==> src/design/dmpwm_pkg.sv <==
/*
  package for the dual mode pwm channel: control register layout,
  reset values, offsets and mode constants.
  assumes a single 200 MHz system clock and an axi4-lite register port.
*/
package dmpwm_pkg;
  localparam int DMPWM_AW = 4;
  localparam logic [DMPWM_AW-1:0] DMPWM_CTRL_OFS   = 4'h0;
  localparam logic [DMPWM_AW-1:0] DMPWM_STATUS_OFS = 4'h4;
  localparam logic [31:0] DMPWM_CTRL_RESET = 32'h0000_0000;
  localparam int BIT_EN       = 0;
  localparam int BIT_POL      = 1;
  localparam int BIT_FMT      = 2;
  localparam int BIT_SAMPLE   = 3;
  localparam int BIT_MODE     = 4;
  localparam int POS_PERIOD   = 5;
  localparam int POS_DUTY     = 9;
  localparam int BIT_GATE     = 19;
  localparam int BIT_LOAD     = 20;
  localparam int POS_CLKSEL   = 21;
  localparam logic [31:0] DMPWM_CTRL_MASK = 32'h007F_FFFF;
  localparam logic [3:0]  DMPWM_PERIOD_MAX = 4'h8;
  localparam logic [3:0]  DMPWM_PERIOD_MID = 4'h4;
  localparam logic [14:0] DMPWM_TOP_BASE  = 15'h003F;
  localparam logic [14:0] DMPWM_TOP_OTHER = 15'h03FF;
  localparam logic [14:0] DMPWM_MAX_DITH  = 15'h03FF;
  localparam logic [1:0]  AXI_OKAY   = 2'b00;
  localparam logic [1:0]  AXI_SLVERR = 2'b10;
  localparam int DMPWM_BASE_KHZ = 26000;
  localparam int DMPWM_CLK_KHZ  = 200000;
  // cycles of aclk per tick of the fastest selectable base rate, rounded down
  localparam int DMPWM_DIV0 = DMPWM_CLK_KHZ / DMPWM_BASE_KHZ;
endpackage

==> src/design/dmpwm_tick.sv <==
/*
  tick generator: makes one-cycle enables at the selected base rate.
  assumes aclk is faster than the fastest base rate.
*/
`timescale 1ns/1ps
module dmpwm_tick #(
  parameter int DIV = dmpwm_pkg::DMPWM_DIV0
) (
  input  wire logic       aclk,
  input  wire logic       aresetn,
  input  wire logic       ce,
  input  wire logic       run,
  input  wire logic [1:0] sel,
  output logic            tick
);
  import dmpwm_pkg::*;
  typedef struct packed {
    logic [7:0] pre;
    logic [2:0] oct;
    logic       tick;
  } dmpwm_tick_s;
  dmpwm_tick_s st_r;
  dmpwm_tick_s st_nxt;
  logic [2:0] oct_inc;
  always_comb begin
    st_nxt = st_r;
    oct_inc = st_r.oct + 3'h1;
    st_nxt.tick = 1'b0;
    if (!run) begin
      st_nxt = '0;
    end else if (st_r.pre == 8'(DIV - 1)) begin
      st_nxt.pre = 8'h00;
      st_nxt.oct = oct_inc;
      // rate by divide
      case (sel)
        2'd0: st_nxt.tick = 1'b1;
        2'd1: st_nxt.tick = oct_inc[0];
        2'd2: st_nxt.tick = oct_inc[1:0] == 2'b00;
        default: st_nxt.tick = oct_inc[2:0] == 3'b000;
      endcase
    end else begin
      st_nxt.pre = st_r.pre + 8'h01;
    end
  end
  always_ff @(posedge aclk) begin
    if (!aresetn) begin
      st_r <= '0;
    end else if (ce) begin
      st_r <= st_nxt;
    end
  end
  assign tick = st_r.tick;
endmodule

==> src/design/dmpwm_channel.sv <==
/*
  dual mode pwm channel: control register on axi4-lite, timer with
  compare match and dither (mode 1), first-order accumulator (mode 2).
  assumes aclk at 200 MHz, synchronous active-low reset, and that the
  low-power entry signal comes from logic on the same clock.
  every bus output leaves a flop; the readies stay low for the first
  cycle after reset. a second, read-only word shows the live counter,
  accumulator and pin. the base tick divides aclk by a whole number, so
  the fastest rate only approximates the nominal one.
*/
`timescale 1ns/1ps
// Overview of operation
// dither sum on top, extra cycle
// set on masked zero, clear at compare
// zero compare still emits dither pulses
// two-bit field picks channel clock
// pulse rate base over 64*2^period
// four base rates 26 down to 3.25
// duty equals compare over top+1
// configure first, drive only when enabled
// gated: load on strobe, silent otherwise
// ungated: transfer values at max count
// mode 2 eleven-bit accumulate when idle
// mode 2 output follows accumulator bit 10
// polarity bit inverts pin level
// mode 2 rate from adjusted word
// mode 2 duty word over 1024
// adjusted word flips bit 9 by format
// mode 2 loads on strobe, runs after
// mode bit selects, mode 2 ignores gating
// fixed control bit layout
// low power clears control and pwm state, bus side kept
// counter steps once per tick
// top per period code
// compare shift per period code
// reset clears fields and counters
module dmpwm_channel (
  input  wire logic                          aclk,
  input  wire logic                          aresetn,
  input  wire logic                          ce,
  input  wire logic                          ulp_enter,
  input  wire logic [dmpwm_pkg::DMPWM_AW-1:0] s_axi_awaddr,
  input  wire logic                          s_axi_awvalid,
  output logic                               s_axi_awready,
  input  wire logic [31:0]                   s_axi_wdata,
  input  wire logic [3:0]                    s_axi_wstrb,
  input  wire logic                          s_axi_wvalid,
  output logic                               s_axi_wready,
  output logic [1:0]                         s_axi_bresp,
  output logic                               s_axi_bvalid,
  input  wire logic                          s_axi_bready,
  input  wire logic [dmpwm_pkg::DMPWM_AW-1:0] s_axi_araddr,
  input  wire logic                          s_axi_arvalid,
  output logic                               s_axi_arready,
  output logic [31:0]                        s_axi_rdata,
  output logic [1:0]                         s_axi_rresp,
  output logic                               s_axi_rvalid,
  input  wire logic                          s_axi_rready,
  output logic                               pwm_out
);
  import dmpwm_pkg::*;

  typedef struct packed {
    logic [31:0] ctrl;
    logic        aw_got;
    logic        w_got;
    logic [DMPWM_AW-1:0] awaddr;
    logic [31:0] wdata;
    logic [3:0]  wstrb;
    logic        bvalid;
    logic [1:0]  bresp;
    logic        rvalid;
    logic [31:0] rdata;
    logic [1:0]  rresp;
    logic [9:0]  duty_i;
    logic [3:0]  period_i;
    logic [14:0] cnt;
    logic [3:0]  extra;
    logic        extra_pend;
    logic        level;
    logic [10:0] acc;
    logic        pin;
    logic        awready;
    logic        wready;
    logic        arready;
  } dmpwm_chan_s;

  dmpwm_chan_s st_r;
  dmpwm_chan_s st_nxt;
  logic        tick;

  // format adjust
  function automatic logic [9:0] adj_duty(input logic [9:0] d, input logic fmt);
    adj_duty = {d[9] ^ ~fmt, d[8:0]};
  endfunction

  // top per period
  function automatic logic [14:0] top_of(input logic [3:0] p);
    if (p <= DMPWM_PERIOD_MAX) begin
      top_of = 15'((16'(DMPWM_TOP_BASE) << p) | ((16'h0001 << p) - 16'h0001));
    end else begin
      top_of = DMPWM_TOP_OTHER;
    end
  endfunction

  // compare shift
  function automatic logic [14:0] cc_of(input logic [9:0] d, input logic [3:0] p);
    if (p <= DMPWM_PERIOD_MID) begin
      cc_of = 15'(d >> (DMPWM_PERIOD_MID - p));
    end else if (p <= DMPWM_PERIOD_MAX) begin
      cc_of = 15'({5'h00, d} << (p - DMPWM_PERIOD_MID));
    end else begin
      cc_of = {5'h00, d};
    end
  endfunction

  function automatic logic [3:0] shout_of(input logic [9:0] d, input logic [3:0] p);
    if (p < DMPWM_PERIOD_MID) begin
      shout_of = d[3:0] & 4'((5'h01 << (DMPWM_PERIOD_MID - p)) - 5'h01);
    end else begin
      shout_of = 4'h0;
    end
  endfunction

  // byte lanes of a write; unselected lanes keep their bits
  function automatic logic [31:0] byte_mask(input logic [3:0] s);
    byte_mask = 32'h0000_0000;
    for (int i = 0; i < 4; i++) begin
      byte_mask[8*i +: 8] = {8{s[i]}};
    end
  endfunction

  // status word: live accumulator, pin and counter
  function automatic logic [31:0] status_word(input logic [10:0] a, input logic p,
      input logic [14:0] c);
    status_word = {5'h00, a, p, c};
  endfunction

  logic [3:0]  f_period;
  logic [9:0]  f_duty;
  logic        f_en;
  logic        f_pol;
  logic        f_fmt;
  logic        f_sample;
  logic        f_mode;
  logic        f_gate;
  logic        f_load;
  logic [1:0]  f_clksel;

  // control layout
  assign f_en     = st_r.ctrl[BIT_EN];
  assign f_pol    = st_r.ctrl[BIT_POL];
  assign f_fmt    = st_r.ctrl[BIT_FMT];
  assign f_sample = st_r.ctrl[BIT_SAMPLE];
  assign f_mode   = st_r.ctrl[BIT_MODE];
  assign f_period = st_r.ctrl[POS_PERIOD +: 4];
  assign f_duty   = st_r.ctrl[POS_DUTY +: 10];
  assign f_gate   = st_r.ctrl[BIT_GATE];
  assign f_load   = st_r.ctrl[BIT_LOAD];
  assign f_clksel = st_r.ctrl[POS_CLKSEL +: 2];

  // base rate ticks
  dmpwm_tick u_tick (
    .aclk    (aclk),
    .aresetn (aresetn),
    .ce      (ce),
    .run     (f_en),
    .sel     (f_clksel),
    .tick    (tick)
  );

  logic [14:0] top_v;
  logic [14:0] max_v;
  logic [14:0] cc_v;
  logic [4:0]  dsum;
  logic        dither;
  logic        at_top;
  logic [10:0] acc_sum;
  logic        m1_out;
  logic        wr_go;
  logic        wr_hit;
  logic [31:0] wmask;
  logic        at_zero;
  logic        at_cc;
  logic        cc_zero;
  logic        aw_take;
  logic        w_take;
  logic        ar_take;

  always_comb begin
    st_nxt = st_r;
    top_v = top_of(st_r.period_i);
    dither = !f_gate && !f_sample && st_r.period_i < DMPWM_PERIOD_MID;
    max_v = dither ? DMPWM_MAX_DITH : top_v;
    cc_v = cc_of(st_r.duty_i, st_r.period_i);
    at_top = (st_r.cnt & top_v) == top_v;
    dsum = {1'b0, shout_of(st_r.duty_i, st_r.period_i)} + {1'b0, st_r.extra};
    acc_sum = {1'b0, st_r.duty_i} + {1'b0, st_r.acc[9:0]};
    wmask = byte_mask(st_r.wstrb);
    at_zero = (st_r.cnt & top_v) == 15'h0000;
    at_cc = (st_r.cnt & top_v) == cc_v;
    cc_zero = cc_v == 15'h0000;
    aw_take = s_axi_awvalid && st_r.awready;
    w_take = s_axi_wvalid && st_r.wready;
    ar_take = s_axi_arvalid && st_r.arready;
    wr_go = 1'b0;
    wr_hit = 1'b0;
    m1_out = 1'b0;

    // axi4-lite write side; address and data in either order
    if (aw_take) begin
      st_nxt.aw_got = 1'b1;
      st_nxt.awaddr = s_axi_awaddr;
    end
    if (w_take) begin
      st_nxt.w_got = 1'b1;
      st_nxt.wdata = s_axi_wdata;
      st_nxt.wstrb = s_axi_wstrb;
    end
    if (st_r.aw_got && st_r.w_got && !st_r.bvalid) begin
      wr_go = 1'b1;
      wr_hit = st_r.awaddr == DMPWM_CTRL_OFS;
      st_nxt.bvalid = 1'b1;
      st_nxt.bresp = wr_hit ? AXI_OKAY : AXI_SLVERR;
      st_nxt.aw_got = 1'b0;
      st_nxt.w_got = 1'b0;
    end
    if (st_r.bvalid && s_axi_bready) begin
      st_nxt.bvalid = 1'b0;
    end
    if (wr_go && wr_hit) begin
      st_nxt.ctrl = ((st_r.ctrl & ~wmask) | (st_r.wdata & wmask)) & DMPWM_CTRL_MASK;
    end

    // read side; status shows live counter and accumulator
    if (ar_take) begin
      st_nxt.rvalid = 1'b1;
      st_nxt.rresp = AXI_OKAY;
      case (s_axi_araddr)
        DMPWM_CTRL_OFS:   st_nxt.rdata = st_r.ctrl;
        DMPWM_STATUS_OFS: st_nxt.rdata = status_word(st_r.acc, st_r.pin, st_r.cnt);
        default: begin
          st_nxt.rdata = 32'h0000_0000;
          st_nxt.rresp = AXI_SLVERR;
        end
      endcase
    end else if (st_r.rvalid && s_axi_rready) begin
      st_nxt.rvalid = 1'b0;
    end
    // readies registered so each bus output leaves a flop
    st_nxt.awready = !st_nxt.aw_got;
    st_nxt.wready = !st_nxt.w_got;
    st_nxt.arready = !st_nxt.rvalid;

    if (f_mode) begin
      // mode 2 ignores gating
      if (f_load) begin
        // strobe loads word
        st_nxt.duty_i = adj_duty(f_duty, f_fmt);
      end else if (f_en && tick) begin
        // accumulate step
        st_nxt.acc = acc_sum;
      end
      st_nxt.cnt = 15'h0000;
      st_nxt.extra = 4'h0;
      // carry drives pin
      m1_out = st_r.acc[10];
    end else begin
      if (f_gate && f_load) begin
        // gated load
        st_nxt.duty_i = adj_duty(f_duty, f_fmt);
        st_nxt.period_i = f_period;
      end else if (!f_gate && (st_r.cnt == max_v || !f_en)) begin
        // transfer at max
        st_nxt.duty_i = adj_duty(f_duty, f_fmt);
        st_nxt.period_i = f_period;
      end
      if (f_en && tick) begin
        // count step
        st_nxt.cnt = (st_r.cnt == max_v) ? 15'h0000 : st_r.cnt + 15'h0001;
        // set and clear
        if (at_zero) begin
          st_nxt.level = 1'b1;
        end
        if (at_cc) begin
          st_nxt.level = 1'b0;
        end
        st_nxt.extra_pend = 1'b0;
        if (at_top && dither) begin
          // dither accumulate
          st_nxt.extra = dsum[3:0];
          st_nxt.extra_pend = dsum[4];
        end
      end
      // a fresh enable starts a clean period; no stale extra pulse leaks out
      if (!f_en) begin
        st_nxt.cnt = 15'h0000;
        st_nxt.extra = 4'h0;
        st_nxt.extra_pend = 1'b0;
        st_nxt.level = 1'b0;
      end
      // extra cycle even at zero compare
      m1_out = (st_r.level && !cc_zero) || st_r.extra_pend;
      // silent without strobe
      if (f_gate && !f_load) begin
        m1_out = 1'b0;
      end
    end
    // rates follow from the word
    // enable gate, polarity
    st_nxt.pin = f_en ? (m1_out ^ f_pol) : 1'b0;

    // low power wipes control and pwm state, not the bus flops
    if (ulp_enter) begin
      st_nxt.ctrl = DMPWM_CTRL_RESET;
      st_nxt.duty_i = 10'h000;
      st_nxt.period_i = 4'h0;
      st_nxt.cnt = 15'h0000;
      st_nxt.extra = 4'h0;
      st_nxt.extra_pend = 1'b0;
      st_nxt.level = 1'b0;
      st_nxt.acc = 11'h000;
      st_nxt.pin = 1'b0;
    end
  end

  always_ff @(posedge aclk) begin
    if (!aresetn) begin
      // reset state
      st_r <= '0;
    end else if (ce) begin
      st_r <= st_nxt;
    end
  end

  assign s_axi_awready = st_r.awready;
  assign s_axi_wready  = st_r.wready;
  assign s_axi_bvalid  = st_r.bvalid;
  assign s_axi_bresp   = st_r.bresp;
  assign s_axi_arready = st_r.arready;
  assign s_axi_rvalid  = st_r.rvalid;
  assign s_axi_rdata   = st_r.rdata;
  assign s_axi_rresp   = st_r.rresp;
  assign pwm_out       = st_r.pin;
endmodule

==> config.mk <==
export PLATFORM = sky130hd
export DESIGN_NAME = dmpwm_channel
export DESIGN_NICKNAME = d
export VERILOG_FILES = /design/src/design/dmpwm_pkg.sv /design/src/design/dmpwm_tick.sv /design/src/design/dmpwm_channel.sv
export SDC_FILE = /design/constraint.sdc
export NUM_CORES = 1
export LEC_CHECK = 0
export BUFFER_PORTS_ARGS = -buffer_cell sky130_fd_sc_hd__buf_2
export CORE_MARGIN = 4
export CORE_UTILIZATION = 30
export CTS_CLUSTER_DIAMETER = 120
export DETAILED_ROUTE_END_ITERATION = 16
export PLACE_DENSITY_LB_ADDON = 0.12
export SETUP_SLACK_MARGIN = 0.05
export SYNTH_ARGS = -nofsm -noshare
export SYNTH_HDL_FRONTEND = slang
export SYNTH_SLANG_ARGS = --single-unit
==> constraint.sdc <==
create_clock -name aclk -period 7.7 [get_ports aclk]
set_clock_uncertainty 0.05 [all_clocks]
set_input_delay 0.385 -clock aclk [delete_from_list [all_inputs] [get_ports aclk]]
set_output_delay 0.385 -clock aclk [all_outputs]
set_load 0.01 [all_outputs]
Word level (Yosys, flattened, before mapping)
Cells that the tools add are included.
- shift-type cells: 5
- multiplexer cells: 43
- equal/unequal tests: 15
- bitwise gates (word level): 10
- reduce and logical (&&, ||, !) cells: 55
- order comparisons: 3
- add/subtract/negate cells: 9
- operators with widths (cell ; number):
    two-way mux 15 bit ; 5
    two-way mux 32 bit ; 2
    one-hot mux 32 bit (2 select lines) ; 1
    two-way mux 47 bit ; 1
    bitwise AND 23 bit ; 2
    equality test 15 bit ; 3
    two-way mux 21 bit ; 2
    two-way mux 11 bit ; 3
    logical NOT 15 bit ; 2
    two-way mux 14 bit ; 2
    inverter 23 bit ; 1
    OR 23 bit ; 1
    two-way mux 10 bit ; 2
    two-way mux 19 bit ; 1
    logical AND 1 bit ; 16
    AND reduction 2 bit ; 8
    adder 15 x 1 -> 15 bit (second input constant) ; 1
    bitwise AND 15 bit ; 1
    OR 15 bit ; 1
    left shift 1 x 4 -> 15 bit (first input constant) ; 1
    left shift 10 x 4 -> 15 bit ; 1
    left shift 6 x 4 -> 15 bit (first input constant) ; 1
    right shift 10 x 4 -> 15 bit ; 1
    subtractor 15 x 1 -> 15 bit (second input constant) ; 1
    41 further kinds ; 80
- output and inout port bits: 42
- logic and storage cells: 165
- bits of input ports: 53
- flip-flop bits (word level): 164

Depth between registers and ports, before layout
- depth in word-level cells: 13
- mapped depth: 18

Modules after synthesis
Synthesis repeated with hierarchy kept, for this count alone.
- cell total of the unflattened synthesis: 1175
- area total of the unflattened synthesis: 9681.8 sq um
- by module, submodules not included (module ; times used ; area an instance (sq um) ; seq. area each (sq um) ; cells an instance):
    dmpwm_channel ; 1 ; 9043.7 ; 2722.6 ; 1107
    dmpwm_tick ; 1 ; 638.1 ; 240.2 ; 68

Worst setup path before layout
OpenSTA, ideal clock, no wires.
- path type: reg-to-reg
- start point: reg st_r[36] in the netlist's numbering
- end point: reg st_r[49] in the netlist's numbering
- cell stages (with the launch flop): 18
- path slack: 3759 ps
- period minus slack after synthesis: 3941 ps
- data arrival time: 3819 ps
- required time: 7578 ps
- library setup time: 72 ps
- cell sequence: dfxtp_1 buf_2 inv_2 ha_1 ha_1 buf_2 nand2_1 ha_1 clkbuf_1 or3b_1 a31oi_1 nand2b_1 nand4b_1 a2111o_1 o21ba_2 a21oi_2 buf_6 mux2i_1
- cells in the longest elaborated chain, start to end: 10
- RTL lines (what ; RTL line ; source):
    start: declaration ; dmpwm_channel.sv:88 ; dmpwm_chan_s st_r;
    start signal: assignment ; dmpwm_channel.sv:332 ; st_r <= st_nxt;
    left shift 1 x 4 -> 15 bit ; dmpwm_channel.sv:100 ; top_of = 15'((16'(DMPWM_TOP_BASE) << p) | ((16'h0001 << p) - 16'h0001));
    subtractor 15 x 1 -> 15 bit ; dmpwm_channel.sv:100 ;
    OR 15 bit ; dmpwm_channel.sv:100 ;
    two-way mux 15 bit ; dmpwm_channel.sv:99 ; if (p <= DMPWM_PERIOD_MAX) begin
    two-way mux 15 bit (*) ; dmpwm_channel.sv:194 ; max_v = dither ? DMPWM_MAX_DITH : top_v;
    equality test 15 bit (*) ; dmpwm_channel.sv:273 ; end else if (!f_gate && (st_r.cnt == max_v || !f_en)) begin
    logical OR 1 bit (*) ; dmpwm_channel.sv:273 ;
    logical AND 1 bit (*) ; dmpwm_channel.sv:273 ;
    nonzero test 4 bit (no source line) (*) ; - ;
    AND reduction 3 bit (no source line) (*) ; - ;
Every way passes the cells marked *; elsewhere a longest branch is shown, timed or not.
A chain may end at the register's enable or synchronous reset.

Final worst setup path
- start point: reg st_r[36] in the netlist's numbering
- end point: reg st_r[46] in the netlist's numbering
The elaborated chain is that of the path after synthesis.

==> flow_summary.rst <==
.. list-table::
   :header-rows: 1

   * - Metric
     - Value
   * - Residual DRC
     - 0
   * - CTS tree
     - done
   * - Critical path data arrival time
     - 5.34 ns
   * - Port bufs
     - 77
   * - Final setup TNS
     - 0 ns
   * - Final weighted congestion in routability-driven placement
     - 0.839
   * - Worst min-delay path endpoint
     - st_r[124]
   * - Worst slack after detailed placement
     - 2.70 ns
   * - Top library cells by usage in the layout, fill and taps aside
     - 148 x dfxtp_1, 131 x nand2_1, 119 x nor2_1
   * - Worst hold path cell count
     - 3
   * - Worst-case setup margin in the final layout
     - 2.66 ns
   * - Pwr dens
     - 162 nW/um^2
   * - Syn Area/Cell
     - 8.18 sq um
   * - Initial Util
     - 30.3%
   * - Final number of max-transition violations
     - 0
   * - Status
     - complete, no violations
   * - Register area
     - 2960 sq um
   * - Pin count of the biggest net entering global routing
     - 60
   * - Proportion of synthesized chip area in sequential cells
     - 31.1%
   * - Period utilisation layout
     - 65.4%
   * - Count of clock tree sinks
     - 148
   * - Clock slew at reported path FFs
     - 0.06 ns
   * - Worst slack on hold paths
     - 0.144 ns
   * - Area growth from synthesis to final layout
     - 10.4%
   * - H-tree levels
     - 4
   * - Leading cell type in the layout, fill and taps excluded
     - dfxtp_1
   * - Detailed placer's ending HPWL
     - 21000 microns
   * - Pin slew with the least headroom to its limit
     - 0.988 ns
   * - Number of filler instances in the final layout
     - 3313
   * - Hold-fix buffers, CTS
     - 0
   * - Category of the worst setup path capture point
     - register
   * - Type of origin of the critical path
     - register
   * - Leakage power
     - 0.00420 uW
   * - Post-synthesis async set-or-reset flop share
     - 0%
   * - Slew margin rel.
     - 33.9%
   * - Unrepaired setup endpoints after global routing
     - no
   * - Count of nets after finishing
     - 1250
   * - Overflow after GRT
     - 0
   * - Count of placed standard cells including taps
     - 1544
   * - Category of the most critical setup path
     - register to register
   * - Primary FF master, synth
     - dfxtp_1
   * - Clock tree buffer depth
     - 2
   * - Area of the core
     - 31500 sq um
   * - Synth cell types
     - 84
   * - Count of routing violations after the opening detailed-route iteration
     - 526
   * - Worst voltage drop across the vdd grid
     - 0.000132 V
   * - Worst-path fanout max
     - 33
   * - Maximum capacitance violations
     - 0
   * - Aggregate global-route resource usage
     - 16.8%
   * - Root cell of the clock tree
     - clkbuf_16
   * - Worst Path Required
     - 8.00 ns
   * - Hold violation total from the final report
     - 0
   * - Post-route insts no fill
     - 1575
   * - Max Fclk
     - 0.198 GHz
   * - Count of cells along the worst register-to-register path
     - 15
   * - Post-layout min period
     - 5.04 ns
   * - First-pass DRT Iterations
     - 5
   * - Number of global-route vias before repair
     - 8119
   * - Synth Warn #
     - 0
   * - Origin of the worst min-delay path
     - s_axi_awaddr[0]
   * - Die extent in x
     - 186 microns
   * - Clock latency reported for the late side of the worst-skew pair
     - 0.42 ns
   * - Endpoint of the worst-slack reg-to-reg timing path
     - st_r[46]
   * - Flops & latches, synth
     - 148
   * - PostCTS Resize Cnt
     - 0
   * - Total vias in the final route
     - 8405
   * - Footprint of the multi-input gates
     - 5870 sq um
   * - Drt via density
     - 5.34
   * - Vertical die dimension
     - 186 microns
   * - Per-cell routed wire length
     - 18.4 microns
   * - Initial antenna violation count
     - 0
   * - Hold Path Class
     - input port to register
   * - Number of synthesized flops with an enable pin
     - 0
   * - Setup Viol. Count Final
     - 0
   * - Die footprint
     - 34700 sq um
   * - Startpoint of the most critical register-to-register path
     - st_r[36]
   * - Share of layout cells above drive strength 1
     - 15.1%
   * - Antenna violation net count after detailed routing
     - 0
   * - Post-Route WL
     - 29000 microns
   * - Number of rows in the core area
     - 65
   * - Worst reg-to-reg setup slack
     - 2.66 ns
   * - Share of the core filled with cells in the final layout
     - 33.4%
   * - Post-Syn Area
     - 9530 sq um
   * - Cells after synthesis
     - 1166
   * - Diode count
     - 0
   * - Number of primary I/O pins
     - 95
   * - Post-CTS setup-driven buffer insertion count
     - 0
   * - First-pass GRT wire length
     - 46500 microns
   * - Cts bufs inserted
     - 17
-- metal layers --
metal  GRT usage, %  share of wire (%)
met3           2.70                4.6
met2           27.4                 47
met1           23.1                 47
met5              0                  0
met4           5.04                1.9
-- report_power, final --
group / internal, uW / total (uW) / switching [uW]
logic: 24.4 / 75.7 / 51.3
registers: 773 / 779 / 5.52
clock network: 532 / 847 / 316
total: 1330 / 1700 / 372
-- worst max-delay path, stage by stage, from the launching register on --
cell,delay (ns)
dfxtp_1,0.29
buf_4,0.25
inv_2,0.30
ha_1,0.39
ha_1,0.52
nand2_1,0.11
ha_1,0.35
and4b_1,0.23
o21a_1,0.09
nor3_1,0.54
xnor2_1,0.19
a21oi_1,0.08
a2111o_1,0.46
o21ba_2,0.25
a21oi_2,0.60
mux2i_1,0.25
-- synth_stat cells (7+ instances only) --
master | n | area (sq um)
o32ai_1 | 7 | 61.3
nand3_1 | 38 | 190
nor2_1 | 119 | 447
buf_2 | 14 | 70.1
a21o_1 | 18 | 135
nand2_1 | 131 | 492
mux2_2 | 28 | 315
and3_1 | 18 | 113
dfxtp_1 | 148 | 2960
a21oi_1 | 75 | 375
ha_1 | 34 | 425
mux2i_1 | 58 | 581
or3_1 | 10 | 62.6
xor2_1 | 16 | 140
a22oi_1 | 37 | 278
nor3b_1 | 10 | 75.1
o22ai_1 | 9 | 56.3
clkbuf_1 | 61 | 229
inv_1 | 24 | 90.1
o21ai_0 | 37 | 185
nand4_1 | 11 | 68.8
xnor2_1 | 24 | 210
mux4_2 | 9 | 203
buf_4 | 38 | 285
nor2b_1 | 7 | 43.8
nand2b_1 | 9 | 56.3
o21a_1 | 11 | 82.6
a31oi_1 | 7 | 43.8
nor3_1 | 21 | 105
a32oi_1 | 7 | 61.3
-- logic make-up after synthesis --
group	share of synthesized area (%)
adders and majority gates	4.88
DFF	31.1
AOI/OAI and AO/OA	19.7
other	0.0393
muxes	11.5
buffers and inverters	7.69
xor gates and xnor gates	3.67
and+or+nand+nor	21.4
-- state kept, by name, indices dropped and copies added, names as in the netlist, 2 cells and up --
register     cells
f_clksel         2
f_duty          10
f_period         4
s_axi_rdata     27
st_r            78
u_tick.st_r     11
-- area by class of cell --
type / count / area share, %
flip-flops and latches: 148 / 28.2
inverters: 28 / 0.999
clock buffers: 22 / 4.51
well taps: 402 / 4.78
multi-input cells: 876 / 55.8
repair buffers: 90 / 4.59
clock inverters: 9 / 1.21
-- per-stage QoR --
stage	total power (uW)	cell area [sq um]
floorplan	845	9560
global placement	872	9920
detailed placement	872	9920
CTS	1730	10500
global route	1770	10500
finish	1700	10500
-- how the worst max path moves through the flow --
| stage | from | endpoint | slack [ns] | depth (start not counted) |
|---|---|---|---|---|
| after CTS | st_r[36] | st_r[41] | 2.70 | 15 |
| after global placement | st_r[36] | st_r[44] | 2.66 | 15 |
| final | st_r[36] | st_r[46] | 2.66 | 15 |
| after global routing | st_r[36] | st_r[46] | 2.31 | 15 |
| after detailed placement | st_r[36] | st_r[41] | 2.70 | 15 |
| after floorplan | st_r[36] | st_r[49] | 3.76 | 17 |
(Power assumes the default switching activity.)
